==> src/pkg/mo_pkg.sv <==
package mo_pkg;

    // ****************************************
    // Register map and reset values
    // ****************************************
    localparam int          ADDR_W         = 8;
    localparam logic [7:0]  OFF_CTRL       = 8'h00;
    localparam logic [7:0]  OFF_TIMEOUT    = 8'h04;
    localparam logic [7:0]  OFF_SENS_TIME  = 8'h08;
    localparam logic [7:0]  OFF_BLIND      = 8'h0c;
    localparam logic [7:0]  OFF_OVR_TMO    = 8'h10;
    localparam logic [7:0]  OFF_STATUS     = 8'h14;
    localparam logic [11:0] RST_CTRL       = 12'h000;
    localparam logic [15:0] RST_TIMEOUT    = 16'h2710;
    localparam logic [15:0] RST_SENS_TIME  = 16'h07d0;
    localparam logic [15:0] RST_BLIND      = 16'h00fa;
    localparam logic [15:0] RST_OVR_TMO    = 16'h2710;

    // ****************************************
    // Timing
    // ****************************************
    localparam int CLK_PERIOD_NS = 4;
    localparam int MS_NS         = 1000000;
    localparam int MS_CYCLES     = MS_NS / CLK_PERIOD_NS;

    // ****************************************
    // Types
    // ****************************************
    typedef enum logic [1:0] {
        both_ways_direction = 2'h0,
        up_direction        = 2'h1,
        down_direction      = 2'h2
    } mo_dir_t;

    // Layout of the control register, bit 11 down to bit 0
    typedef struct packed {
        logic    t_mode;
        logic    with_enable;
        logic    enable_only;
        mo_dir_t direction;
        logic    sensor_close;
        logic    blind_en;
        logic    reset_en;
        logic    reset_monitored;
        logic    pushbutton;
        logic    with_override_active_out;
        logic    with_request;
    } mo_cfg_t;

    typedef struct packed {
        logic [3:0] sensor;
        logic       curtain;
        logic       enable;
        logic       ovr_cmd;
        logic       reset_in;
    } mo_pins_t;

    typedef enum logic [2:0] {
        ST_IDLE  = 3'h0,
        ST_READY = 3'h1,
        ST_FIRST = 3'h3,
        ST_MUTE  = 3'h2,
        ST_BLIND = 3'h6,
        ST_WAIT  = 3'h7
    } mo_state_t;

endpackage

==> src/design/mo_muting_override.sv <==
// Overview of operation
// - Enable/disable mode: enable rise arms a cycle, enable fall ends muting.
// - Enable-only mode: enable never ends muting; must drop before rearming.
// - Direction: both ways, first-to-fourth only, or fourth-to-first only.
// - Curtain closing: muting ends when curtain rises after material passed.
// - Sensor closing: muting ends when third sensor in order is released.
// - Curtain closing may add a blind time where curtain reads as 1.
// - T muting starts when both sensors occupy within the sensors time.
// - T muting ends as soon as either sensor is released.
// - T muting may begin only with both sensors 0 and curtain 1.
// - Muting ends at once when the cycle timeout expires.
// - Without the enable option muting is always enabled.
// - Override taken only while muting output 0 and something occupied.
// - Override ends, output 0, when curtain and all sensors clear.
// - Key mode: command held throughout; release and reassert for new one.
// - Pushbutton: command assertion starts override until clear or timeout.
// - Override ends when its configurable timeout expires.
// - Override-active output high while override in progress, if enabled.
// - Request output high while override start conditions hold, if enabled.
// - With reset: muting 1 needs reset to enable; else follows override.
// - Manual reset on 0-to-1; monitored needs 0-to-1 then back to 0.
`timescale 1ns/10ps
module mo_muting_override #(
    parameter int MS_CYC = mo_pkg::MS_CYCLES
) (
    input  wire logic             clk,
    input  wire logic             rst,
    input  wire logic             psel,
    input  wire logic             penable,
    input  wire logic             pwrite,
    input  wire logic [7:0]       paddr,
    input  wire logic [31:0]      pwdata,
    output logic      [31:0]      prdata,
    output logic                  pready,
    output logic                  pslverr,
    input  wire mo_pkg::mo_pins_t pins,
    output logic                  muting_out,
    output logic                  block_out,
    output logic                  override_active_out,
    output logic                  request_out
);
    import mo_pkg::*;

    // ****************************************
    // Helpers
    // ****************************************
    // A limit of zero never expires
    function automatic logic expired(input logic [15:0] cnt,
                                     input logic [15:0] lim);
        expired = (lim != 16'h0000) && (cnt >= lim);
    endfunction

    function automatic logic [15:0] bump(input logic [15:0] cnt,
                                         input logic        tick);
        bump = (tick && cnt != 16'hffff) ? cnt + 16'h0001 : cnt;
    endfunction

    // ****************************************
    // Pin synchronisers
    // ****************************************
    mo_pins_t pin_m;
    mo_pins_t pin_s;
    mo_pins_t pin_p;

    always_ff @(posedge clk) begin
        if (rst) begin
            pin_m <= '0;
            pin_s <= '0;
            pin_p <= '0;
        end else begin
            pin_m <= pins;
            pin_s <= pin_m;
            pin_p <= pin_s;
        end
    end

    wire logic [3:0] s       = pin_s.sensor;
    wire logic       curtain = pin_s.curtain;
    wire logic en_rise  = pin_s.enable & ~pin_p.enable;
    wire logic en_fall  = ~pin_s.enable & pin_p.enable;
    wire logic cmd_rise = pin_s.ovr_cmd & ~pin_p.ovr_cmd;
    wire logic rs_rise  = pin_s.reset_in & ~pin_p.reset_in;
    wire logic rs_fall  = ~pin_s.reset_in & pin_p.reset_in;

    // ****************************************
    // Registers and APB slave
    // ****************************************
    logic [11:0] ctrl;
    logic [15:0] tmo_ms;
    logic [15:0] stime_ms;
    logic [15:0] blind_ms;
    logic [15:0] otmo_ms;
    mo_state_t   state;
    logic        ovr_act;

    wire mo_cfg_t cfg = mo_cfg_t'(ctrl);
    wire logic sel_ctrl  = (paddr == OFF_CTRL);
    wire logic sel_tmo   = (paddr == OFF_TIMEOUT);
    wire logic sel_stime = (paddr == OFF_SENS_TIME);
    wire logic sel_blind = (paddr == OFF_BLIND);
    wire logic sel_otmo  = (paddr == OFF_OVR_TMO);
    wire logic sel_stat  = (paddr == OFF_STATUS);
    wire logic mapped    = sel_ctrl | sel_tmo | sel_stime | sel_blind
                         | sel_otmo | sel_stat;
    // One wait state so read data leaves a flip-flop
    wire logic acc   = psel & penable & ~pready;
    wire logic wr_ok = psel & penable & pready & pwrite & ~pslverr;
    wire logic [31:0] status = {22'h0, ovr_act, state, request_out,
                                override_active_out, block_out,
                                muting_out, 2'h0};
    wire logic [31:0] rd_mux =
        sel_ctrl  ? {20'h0, ctrl}     :
        sel_tmo   ? {16'h0, tmo_ms}   :
        sel_stime ? {16'h0, stime_ms} :
        sel_blind ? {16'h0, blind_ms} :
        sel_otmo  ? {16'h0, otmo_ms}  :
        sel_stat  ? status            : 32'h0;

    always_ff @(posedge clk) begin
        if (rst) begin
            pready  <= 1'b0;
            pslverr <= 1'b0;
            prdata  <= 32'h0;
        end else begin
            pready  <= acc;
            pslverr <= acc & (~mapped | (pwrite & sel_stat));
            prdata  <= (acc & ~pwrite) ? rd_mux : 32'h0;
        end
    end

    always_ff @(posedge clk) begin
        if (rst) begin
            ctrl     <= RST_CTRL;
            tmo_ms   <= RST_TIMEOUT;
            stime_ms <= RST_SENS_TIME;
            blind_ms <= RST_BLIND;
            otmo_ms  <= RST_OVR_TMO;
        end else if (wr_ok) begin
            if (sel_ctrl)  ctrl     <= pwdata[11:0];
            if (sel_tmo)   tmo_ms   <= pwdata[15:0];
            if (sel_stime) stime_ms <= pwdata[15:0];
            if (sel_blind) blind_ms <= pwdata[15:0];
            if (sel_otmo)  otmo_ms  <= pwdata[15:0];
        end
    end

    // ****************************************
    // Millisecond tick
    // ****************************************
    // Counters restart on a free tick, so a window may run up to 1 ms short
    logic [31:0] pre;
    wire logic   tick = (pre == 32'(MS_CYC - 1));

    always_ff @(posedge clk) begin
        if (rst) pre <= 32'h0;
        else     pre <= tick ? 32'h0 : pre + 32'h1;
    end

    // ****************************************
    // Muting sequencer
    // ****************************************
    logic        en_ok;
    logic        dir_down;
    logic        seen_low;
    logic        third_seen;
    logic [15:0] cyc_cnt;
    logic [15:0] ph_cnt;
    mo_state_t   next_state;
    logic        next_dir_down;

    wire logic en_go = ~cfg.with_enable | en_ok;
    wire logic en_kill = cfg.with_enable & ~cfg.enable_only & en_fall;
    wire logic used_clr = cfg.t_mode ? ~|s[1:0] : ~|s;
    wire logic prelim = used_clr & curtain;
    wire logic pair_a = dir_down ? s[3] : s[0];
    wire logic pair_b = dir_down ? s[2] : s[1];
    wire logic third  = dir_down ? s[1] : s[2];
    wire logic up_ok = (cfg.direction != down_direction) & s[0];
    wire logic dn_ok = (cfg.direction != up_direction) & s[3];
    wire logic cyc_tmo = expired(cyc_cnt, tmo_ms);
    wire logic st_tmo  = expired(ph_cnt, stime_ms);
    wire logic bl_done = expired(ph_cnt, blind_ms) | (blind_ms == 16'h0);
    wire logic in_cycle = (state == ST_FIRST) | (state == ST_MUTE);
    wire logic start = (state == ST_READY) & en_go
                     & (next_state == ST_FIRST);

    always_comb begin
        next_state    = state;
        next_dir_down = dir_down;
        unique case (state)
            ST_IDLE: begin
                if (prelim) next_state = ST_READY;
            end
            ST_READY: begin
                if (!prelim && !cfg.t_mode && en_go && up_ok) begin
                    next_state    = ST_FIRST;
                    next_dir_down = 1'b0;
                end else if (!prelim && !cfg.t_mode && en_go && dn_ok) begin
                    next_state    = ST_FIRST;
                    next_dir_down = 1'b1;
                end else if (cfg.t_mode && en_go && |s[1:0] && curtain) begin
                    next_state    = ST_FIRST;
                end else if (!prelim) begin
                    next_state = ST_WAIT;
                end
            end
            ST_FIRST: begin
                if (en_kill || cyc_tmo) begin
                    next_state = ST_WAIT;
                end else if (cfg.t_mode) begin
                    if (&s[1:0])     next_state = ST_MUTE;
                    else if (st_tmo) next_state = ST_WAIT;
                end else if (pair_a && pair_b) begin
                    next_state = ST_MUTE;
                end
            end
            ST_MUTE: begin
                if (en_kill || cyc_tmo) begin
                    next_state = ST_WAIT;
                end else if (cfg.t_mode) begin
                    if (!(&s[1:0])) next_state = ST_WAIT;
                end else if (cfg.sensor_close) begin
                    if (third_seen && !third) next_state = ST_WAIT;
                end else if (!pair_a && !pair_b && seen_low && curtain) begin
                    next_state = cfg.blind_en ? ST_BLIND : ST_WAIT;
                end
            end
            ST_BLIND: begin
                if (en_kill || bl_done) next_state = ST_WAIT;
            end
            ST_WAIT: begin
                if (used_clr) next_state = ST_IDLE;
            end
            default: next_state = ST_IDLE;
        endcase
    end

    always_ff @(posedge clk) begin
        if (rst) begin
            state    <= ST_IDLE;
            dir_down <= 1'b0;
        end else begin
            state    <= next_state;
            dir_down <= next_dir_down;
        end
    end

    // Each cycle consumes one enable rise; set wins over clear
    always_ff @(posedge clk) begin
        if (rst)                 en_ok <= 1'b0;
        else if (en_rise)        en_ok <= 1'b1;
        else if (en_kill | start) en_ok <= 1'b0;
    end

    // Phase counter restarts on each phase; cycle counter runs on through FIRST and MUTE
    always_ff @(posedge clk) begin
        if (rst) begin
            cyc_cnt    <= 16'h0;
            ph_cnt     <= 16'h0;
            seen_low   <= 1'b0;
            third_seen <= 1'b0;
        end else begin
            cyc_cnt    <= in_cycle ? bump(cyc_cnt, tick) : 16'h0;
            ph_cnt     <= (next_state == state) ? bump(ph_cnt, tick)
                                                : 16'h0;
            seen_low   <= (state == ST_MUTE) & (seen_low | ~curtain);
            third_seen <= (state == ST_MUTE) & (third_seen | third);
        end
    end

    wire logic next_muting = curtain | (state == ST_MUTE)
                           | (state == ST_BLIND);

    // ****************************************
    // Override
    // ****************************************
    logic        rs_pend;
    logic        rs_ok;
    logic [15:0] ov_cnt;

    wire logic gap_free = ~|s & curtain;
    wire logic ovr_cond = ~muting_out & (|s | ~curtain);
    wire logic ov_tmo   = expired(ov_cnt, otmo_ms);
    wire logic key_lost = ~cfg.pushbutton & ~pin_s.ovr_cmd;
    wire logic ovr_end  = gap_free | ov_tmo | key_lost;
    wire logic next_ovr = ovr_act ? ~ovr_end : (ovr_cond & cmd_rise);
    wire logic rs_acc   = cfg.reset_monitored ? (rs_fall & rs_pend)
                                              : rs_rise;

    always_ff @(posedge clk) begin
        if (rst) begin
            ovr_act <= 1'b0;
            ov_cnt  <= 16'h0;
            rs_pend <= 1'b0;
            rs_ok   <= 1'b0;
        end else begin
            ovr_act <= next_ovr;
            ov_cnt  <= ovr_act ? bump(ov_cnt, tick) : 16'h0;
            rs_pend <= rs_rise | (rs_pend & ~rs_fall);
            rs_ok   <= muting_out & (rs_ok | rs_acc);
        end
    end

    wire logic next_block = next_ovr
                          | (muting_out & (~cfg.reset_en | rs_ok));

    // ****************************************
    // Outputs
    // ****************************************
    always_ff @(posedge clk) begin
        if (rst) begin
            muting_out          <= 1'b0;
            block_out           <= 1'b0;
            override_active_out <= 1'b0;
            request_out         <= 1'b0;
        end else begin
            muting_out          <= next_muting;
            block_out           <= next_block;
            override_active_out <= cfg.with_override_active_out & next_ovr;
            request_out         <= cfg.with_request & ovr_cond;
        end
    end

endmodule

==> config.mk <==
export PLATFORM = sky130hd
export DESIGN_NAME = mo_muting_override
export DESIGN_NICKNAME = d
export VERILOG_FILES = /design/src/pkg/mo_pkg.sv /design/src/design/mo_muting_override.sv
export SDC_FILE = /design/constraint.sdc
export NUM_CORES = 1
export LEC_CHECK = 0
export ABC_AREA = 1
export BUFFER_PORTS_ARGS = -buffer_cell sky130_fd_sc_hd__buf_2
export CAP_MARGIN = 5
export CORE_UTILIZATION = 41
export DETAILED_ROUTE_END_ITERATION = 6
export SETUP_SLACK_MARGIN = 0.05
export SLEW_MARGIN = 20
export SYNTH_ARGS = -nofsm -noshare
export SYNTH_HDL_FRONTEND = slang
export SYNTH_SLANG_ARGS = --single-unit
==> constraint.sdc <==
create_clock -name clk -period 4.2 [get_ports clk]
set_input_delay 0.63 -clock clk [delete_from_list [all_inputs] [get_ports clk]]
set_output_delay 0.63 -clock clk [all_outputs]
set_load 0.005 [all_outputs]
==> results.txt <==
Data on the critical path is required at its endpoint by between 4 and 5 ns. The number of nets still failing antenna checks after routing came out at 0. Setup repair after global routing left no endpoint under its margin. The net count of the finished layout is around 1,800.

Synthesis inferred ~210 register bits. The most common flop cell mapped by yosys is sky130_fd_sc_hd__dfxtp_1. Counting the fill cells in the layout gives approximately 2,700. The clock root buffer is sky130_fd_sc_hd__clkbuf_16. Counting both buffers and inverters, the worst setup path holds a total of 2. The number of buffers added on ports came out at 58. The post-route setup TNS came out at 0 ns.

The initial antenna violation count is 1. The fmax came out at around 390 MHz. The post-synthesis async set-or-reset flop share came out at 0. Sorting the synthesized cells by area gives the leading types as sky130_fd_sc_hd__dfxtp_1 (37%), sky130_fd_sc_hd__nand2_1 (9.2%), sky130_fd_sc_hd__inv_1 (7.9%).

The post-synthesis cell area is between 0.01 and 0.015 mm^2. The post-layout total power came out at between 0.004 and 0.005 W. Clock tree synthesis inserted a total of 24 buffers. For this run, the total global-route usage over all layers was measured as 0.218.

The clock skew after layout came out at between 0.015 and 0.02 ns. The register clock-pin slew on the reported worst setup and hold paths came out at around 0.060 ns. The synthesized instance count came out at approximately 1,600. The part of the total power dissipated in the clock network is 0.477. Post-CTS timing repair inserted 0 buffers for setup. The fraction of the mapped netlist area in simple logic gates came out at 0.262.

The largest voltage drop on the vdd net came out at ~0.00022 V. The net switching power figure came out at ~0.00095 W. The final weighted congestion in routability-driven placement is 0.916. The minimum clock period after layout is roughly 2.5 ns. The routed length per instance came out at ~15 um. Of the cells placed in the final design, the portion with a size suffix greater than 1 is 0.0996. The H-tree level count came out at 1. The sequential share of the synthesized area is 0.365.

The worst setup slack after layout is ~1.7 ns. The number of iterations in the first detailed-routing pass is 5. Counting instances in the post-synthesis netlist gives the leading cell types as sky130_fd_sc_hd__nand2_1 (279), sky130_fd_sc_hd__inv_1 (240), sky130_fd_sc_hd__dfxtp_1 (207).

The floorplan step defined a die boundary enclosing between 0.02 and 0.03 mm^2. Dividing the detail-routed via count by the number of cells gives a little over 5. Data on the critical path arrives at its endpoint at 2.94 ns.

In this run, post-CTS repair resized a total of 0 instances. The multiplexer share of the synthesized area came out at 0. The largest total area in the synthesized netlist belongs to sky130_fd_sc_hd__dfxtp_1. The final wirelength is just over 30,000 um.

Among cell families on the critical path, the largest total delay comes from simple AND/OR/NAND/NOR gates. The flow ran to the end, and the final reports show no timing, DRC or antenna violations. The min-delay analysis places its worst path in the category in -> reg.

The number of placement rows came out at 60. The starting density of the core is 0.420. The number of global-route vias before repair came to approximately 9,600. The warning count from the yosys run came out at 0. Of the total synthesized cell area, the portion taken by XOR and XNOR cells is 0.0340. Compared with the post-synthesis result, the final layout area differs by 11.5%. The mean cell area of the mapped netlist is 7.16 um^2.

Max-cap violations in this run came to 0. The proportion of power drawn by flip-flops and latches is 0.486. For this block, the initial DRC count from the detailed router was about 700.

The die is ~170 um wide. The overall die height came out at around 170 um. The total count of max-transition violations in the final report is 0. The adder and majority gate portion of the synthesized area is 0.0750. The complex-gate fraction of the synthesized area is 0.153. The worst hold margin came out at 0.313 ns. The region available for standard cell placement spans 0.0270 mm^2.

The final-report hold violation count is 0. The largest family of logic cells by synthesized area is simple AND/OR/NAND/NOR gates. The cell that appears most often on the critical path is sky130_fd_sc_hd__nand2_1. The critical path startpoint category is a flop. The maximum number of pins on one net before global-route repair came out at 76. The fraction of power spent switching nets came out at 0.231.

The number of top-level pins came out at around 90. For this design, the CTS-stage hold fixing added 0 buffers. The worst setup slack before clock tree synthesis is between 1 and 1.5 ns. The number of clock sinks came out at 207. The count of unresolved DRC violations after routing came out at 0. The capturing element type of the critical path is a flop. The final worst-path cycle share came out at 0.607. The area of all placed cells without fillers came out at about 0.013 mm^2.

The total grt overflow came out at 0. The placed instances occupy a cell area of 0.0119 mm^2. The worst-skew pair later-pin latency came out at 0.52 ns. The worst slew slack as a fraction of its limit is 0.349. Summed over all nets, the half-perimeter wirelength after detailed placement is ~24,000 um. The multi-input combinational cells in the finished layout cover a total of around 0.006 mm^2. The first global-routing pass estimated approximately 49,000 um of wire. The area used by sequential logic in the layout came out at a little over 0.004 mm^2. The critical-path maximum fanout came out at 16. The internal cell power came out at 0.00315 W. The clock tree from TritonCTS is built. The number of synthesized flops with an enable pin came out at 0. The worst setup path is of the reg -> reg kind. The share of the synthesized area in the top cell type came out at 0.365. Among all stages on the critical path, the largest delay is contributed by sky130_fd_sc_hd__dfxtp_1.

The number of antenna repair diodes is 0. The signal on the critical path passes through inv_1 -> ha_1 -> a21oi_1 -> nand2_1 -> a21oi_1 -> nand4_1 -> o21ai_0 -> nand2_1 -> nor2_2 -> nand3_1 -> nand2_1 -> inv_2 -> nand2_4 -> nor2_1. The number of distinct library cell variants in the gate-level netlist after synthesis is 52. The most common cell in the netlist is sky130_fd_sc_hd__nand2_1. The power per cell area came out at roughly 320 mW/mm^2. For the pin with the worst max-slew slack, the measured transition is 0.974 ns. The total leakage power came out at approximately 5.3 nW. The maximum number of buffers from clock root to sink came out at 3. The setup-violating endpoint count in the final report is 0. The stage delay of the slowest cell on the critical path came out at approximately 0.4 ns. The share of total power dissipated in combinational logic is 0.037.

Across all layers, the routed design uses roughly 10,000 vias.
[tightest hold or removal path: cells and delay by family]
| family | cells | cell delay (ns) |
|---|---|---|
| buffers and inverters | 2 | 0.11 |
| AND/OR/NAND/NOR | 1 | 0.06 |
[state kept, by name (all words and copies together), names as in the netlist, 16 cells and up]
register  cells
ph_cnt       16
otmo_ms      16
blind_ms     16
tmo_ms       16
ov_cnt       16
prdata       16
cyc_cnt      16
pre          32
stime_ms     16
[power groups by stage]
stage | Combinational (W) | Clock (W) | Sequential, W
final | 0.000150 | 0.00196 | 0.00199
after global placement | 0.000148 | 0 | 0.00203
after detailed placement | 0.000149 | 0 | 0.00203
after global routing | 0.000166 | 0.00208 | 0.00199
after CTS | 0.000149 | 0.00199 | 0.00199
after floorplan | 0.000104 | 0 | 0.00203
[stage by stage]
stage,utilization,std cells
finish,0.468,1998
global route,0.468,1998
CTS,0.468,1998
detailed placement,0.441,1957
global placement,0.441,1957
floorplan,-,1600
[layout by cell type (no fill, tap or decap), types with 36 or more instances in the layout]
cell type	instances
sky130_fd_sc_hd__a21oi_1	134
sky130_fd_sc_hd__buf_2	58
sky130_fd_sc_hd__dfxtp_1	207
sky130_fd_sc_hd__ha_1	68
sky130_fd_sc_hd__inv_1	240
sky130_fd_sc_hd__nand2_1	279
sky130_fd_sc_hd__nand3_1	60
sky130_fd_sc_hd__nand4_1	43
sky130_fd_sc_hd__nor2_1	143
sky130_fd_sc_hd__nor3_1	45
sky130_fd_sc_hd__o21ai_0	91
sky130_fd_sc_hd__xor2_1	36
[metal layers]
metal	part of all wire	global-route usage	vias up	wire, um
li1	-	-	5334	-
met1	0.46	0.289	4722	14200
met2	0.45	0.362	272	14000
met3	0.065	0.0388	47	2010
met4	0.023	0.0621	0	718
met5	0	0	-	0
[final timing paths]
| kind | depth (start not counted) | slack, ns | start | to |
|---|---|---|---|---|
| hold reg to reg | 2 | 0.39 | pin_m[4] | s[0] |
| hold / removal | 3 | 0.31 | pins[1] | pin_m[1] |
| setup / recovery | 14 | 1.65 | blind_ms[15] | ph_cnt[13] |
| setup reg to reg | 14 | 1.65 | blind_ms[15] | ph_cnt[13] |
[layout make-up]
type | instances | share of cell area
inverter | 259 | 0.0769
tap | 341 | 0.0337
sequential | 207 | 0.328
clock inverter | 11 | 0.00475
multi-input combinational | 1083 | 0.475
clock buffer | 30 | 0.0533
timing repair buffer | 67 | 0.0283
[cells by family (layout without fill, tap and decap cells)]
kind of cell / Yosys count / in the layout
flops: 207 / 207
simple gates: 650 / 650
buf+inv: 310 / 367
fa+ha+maj: 68 / 68
compound gates: 305 / 305
other cells: 1 / 16
xor+xnor: 44 / 44
No activity file was read; power rests on OpenSTA's default activity.
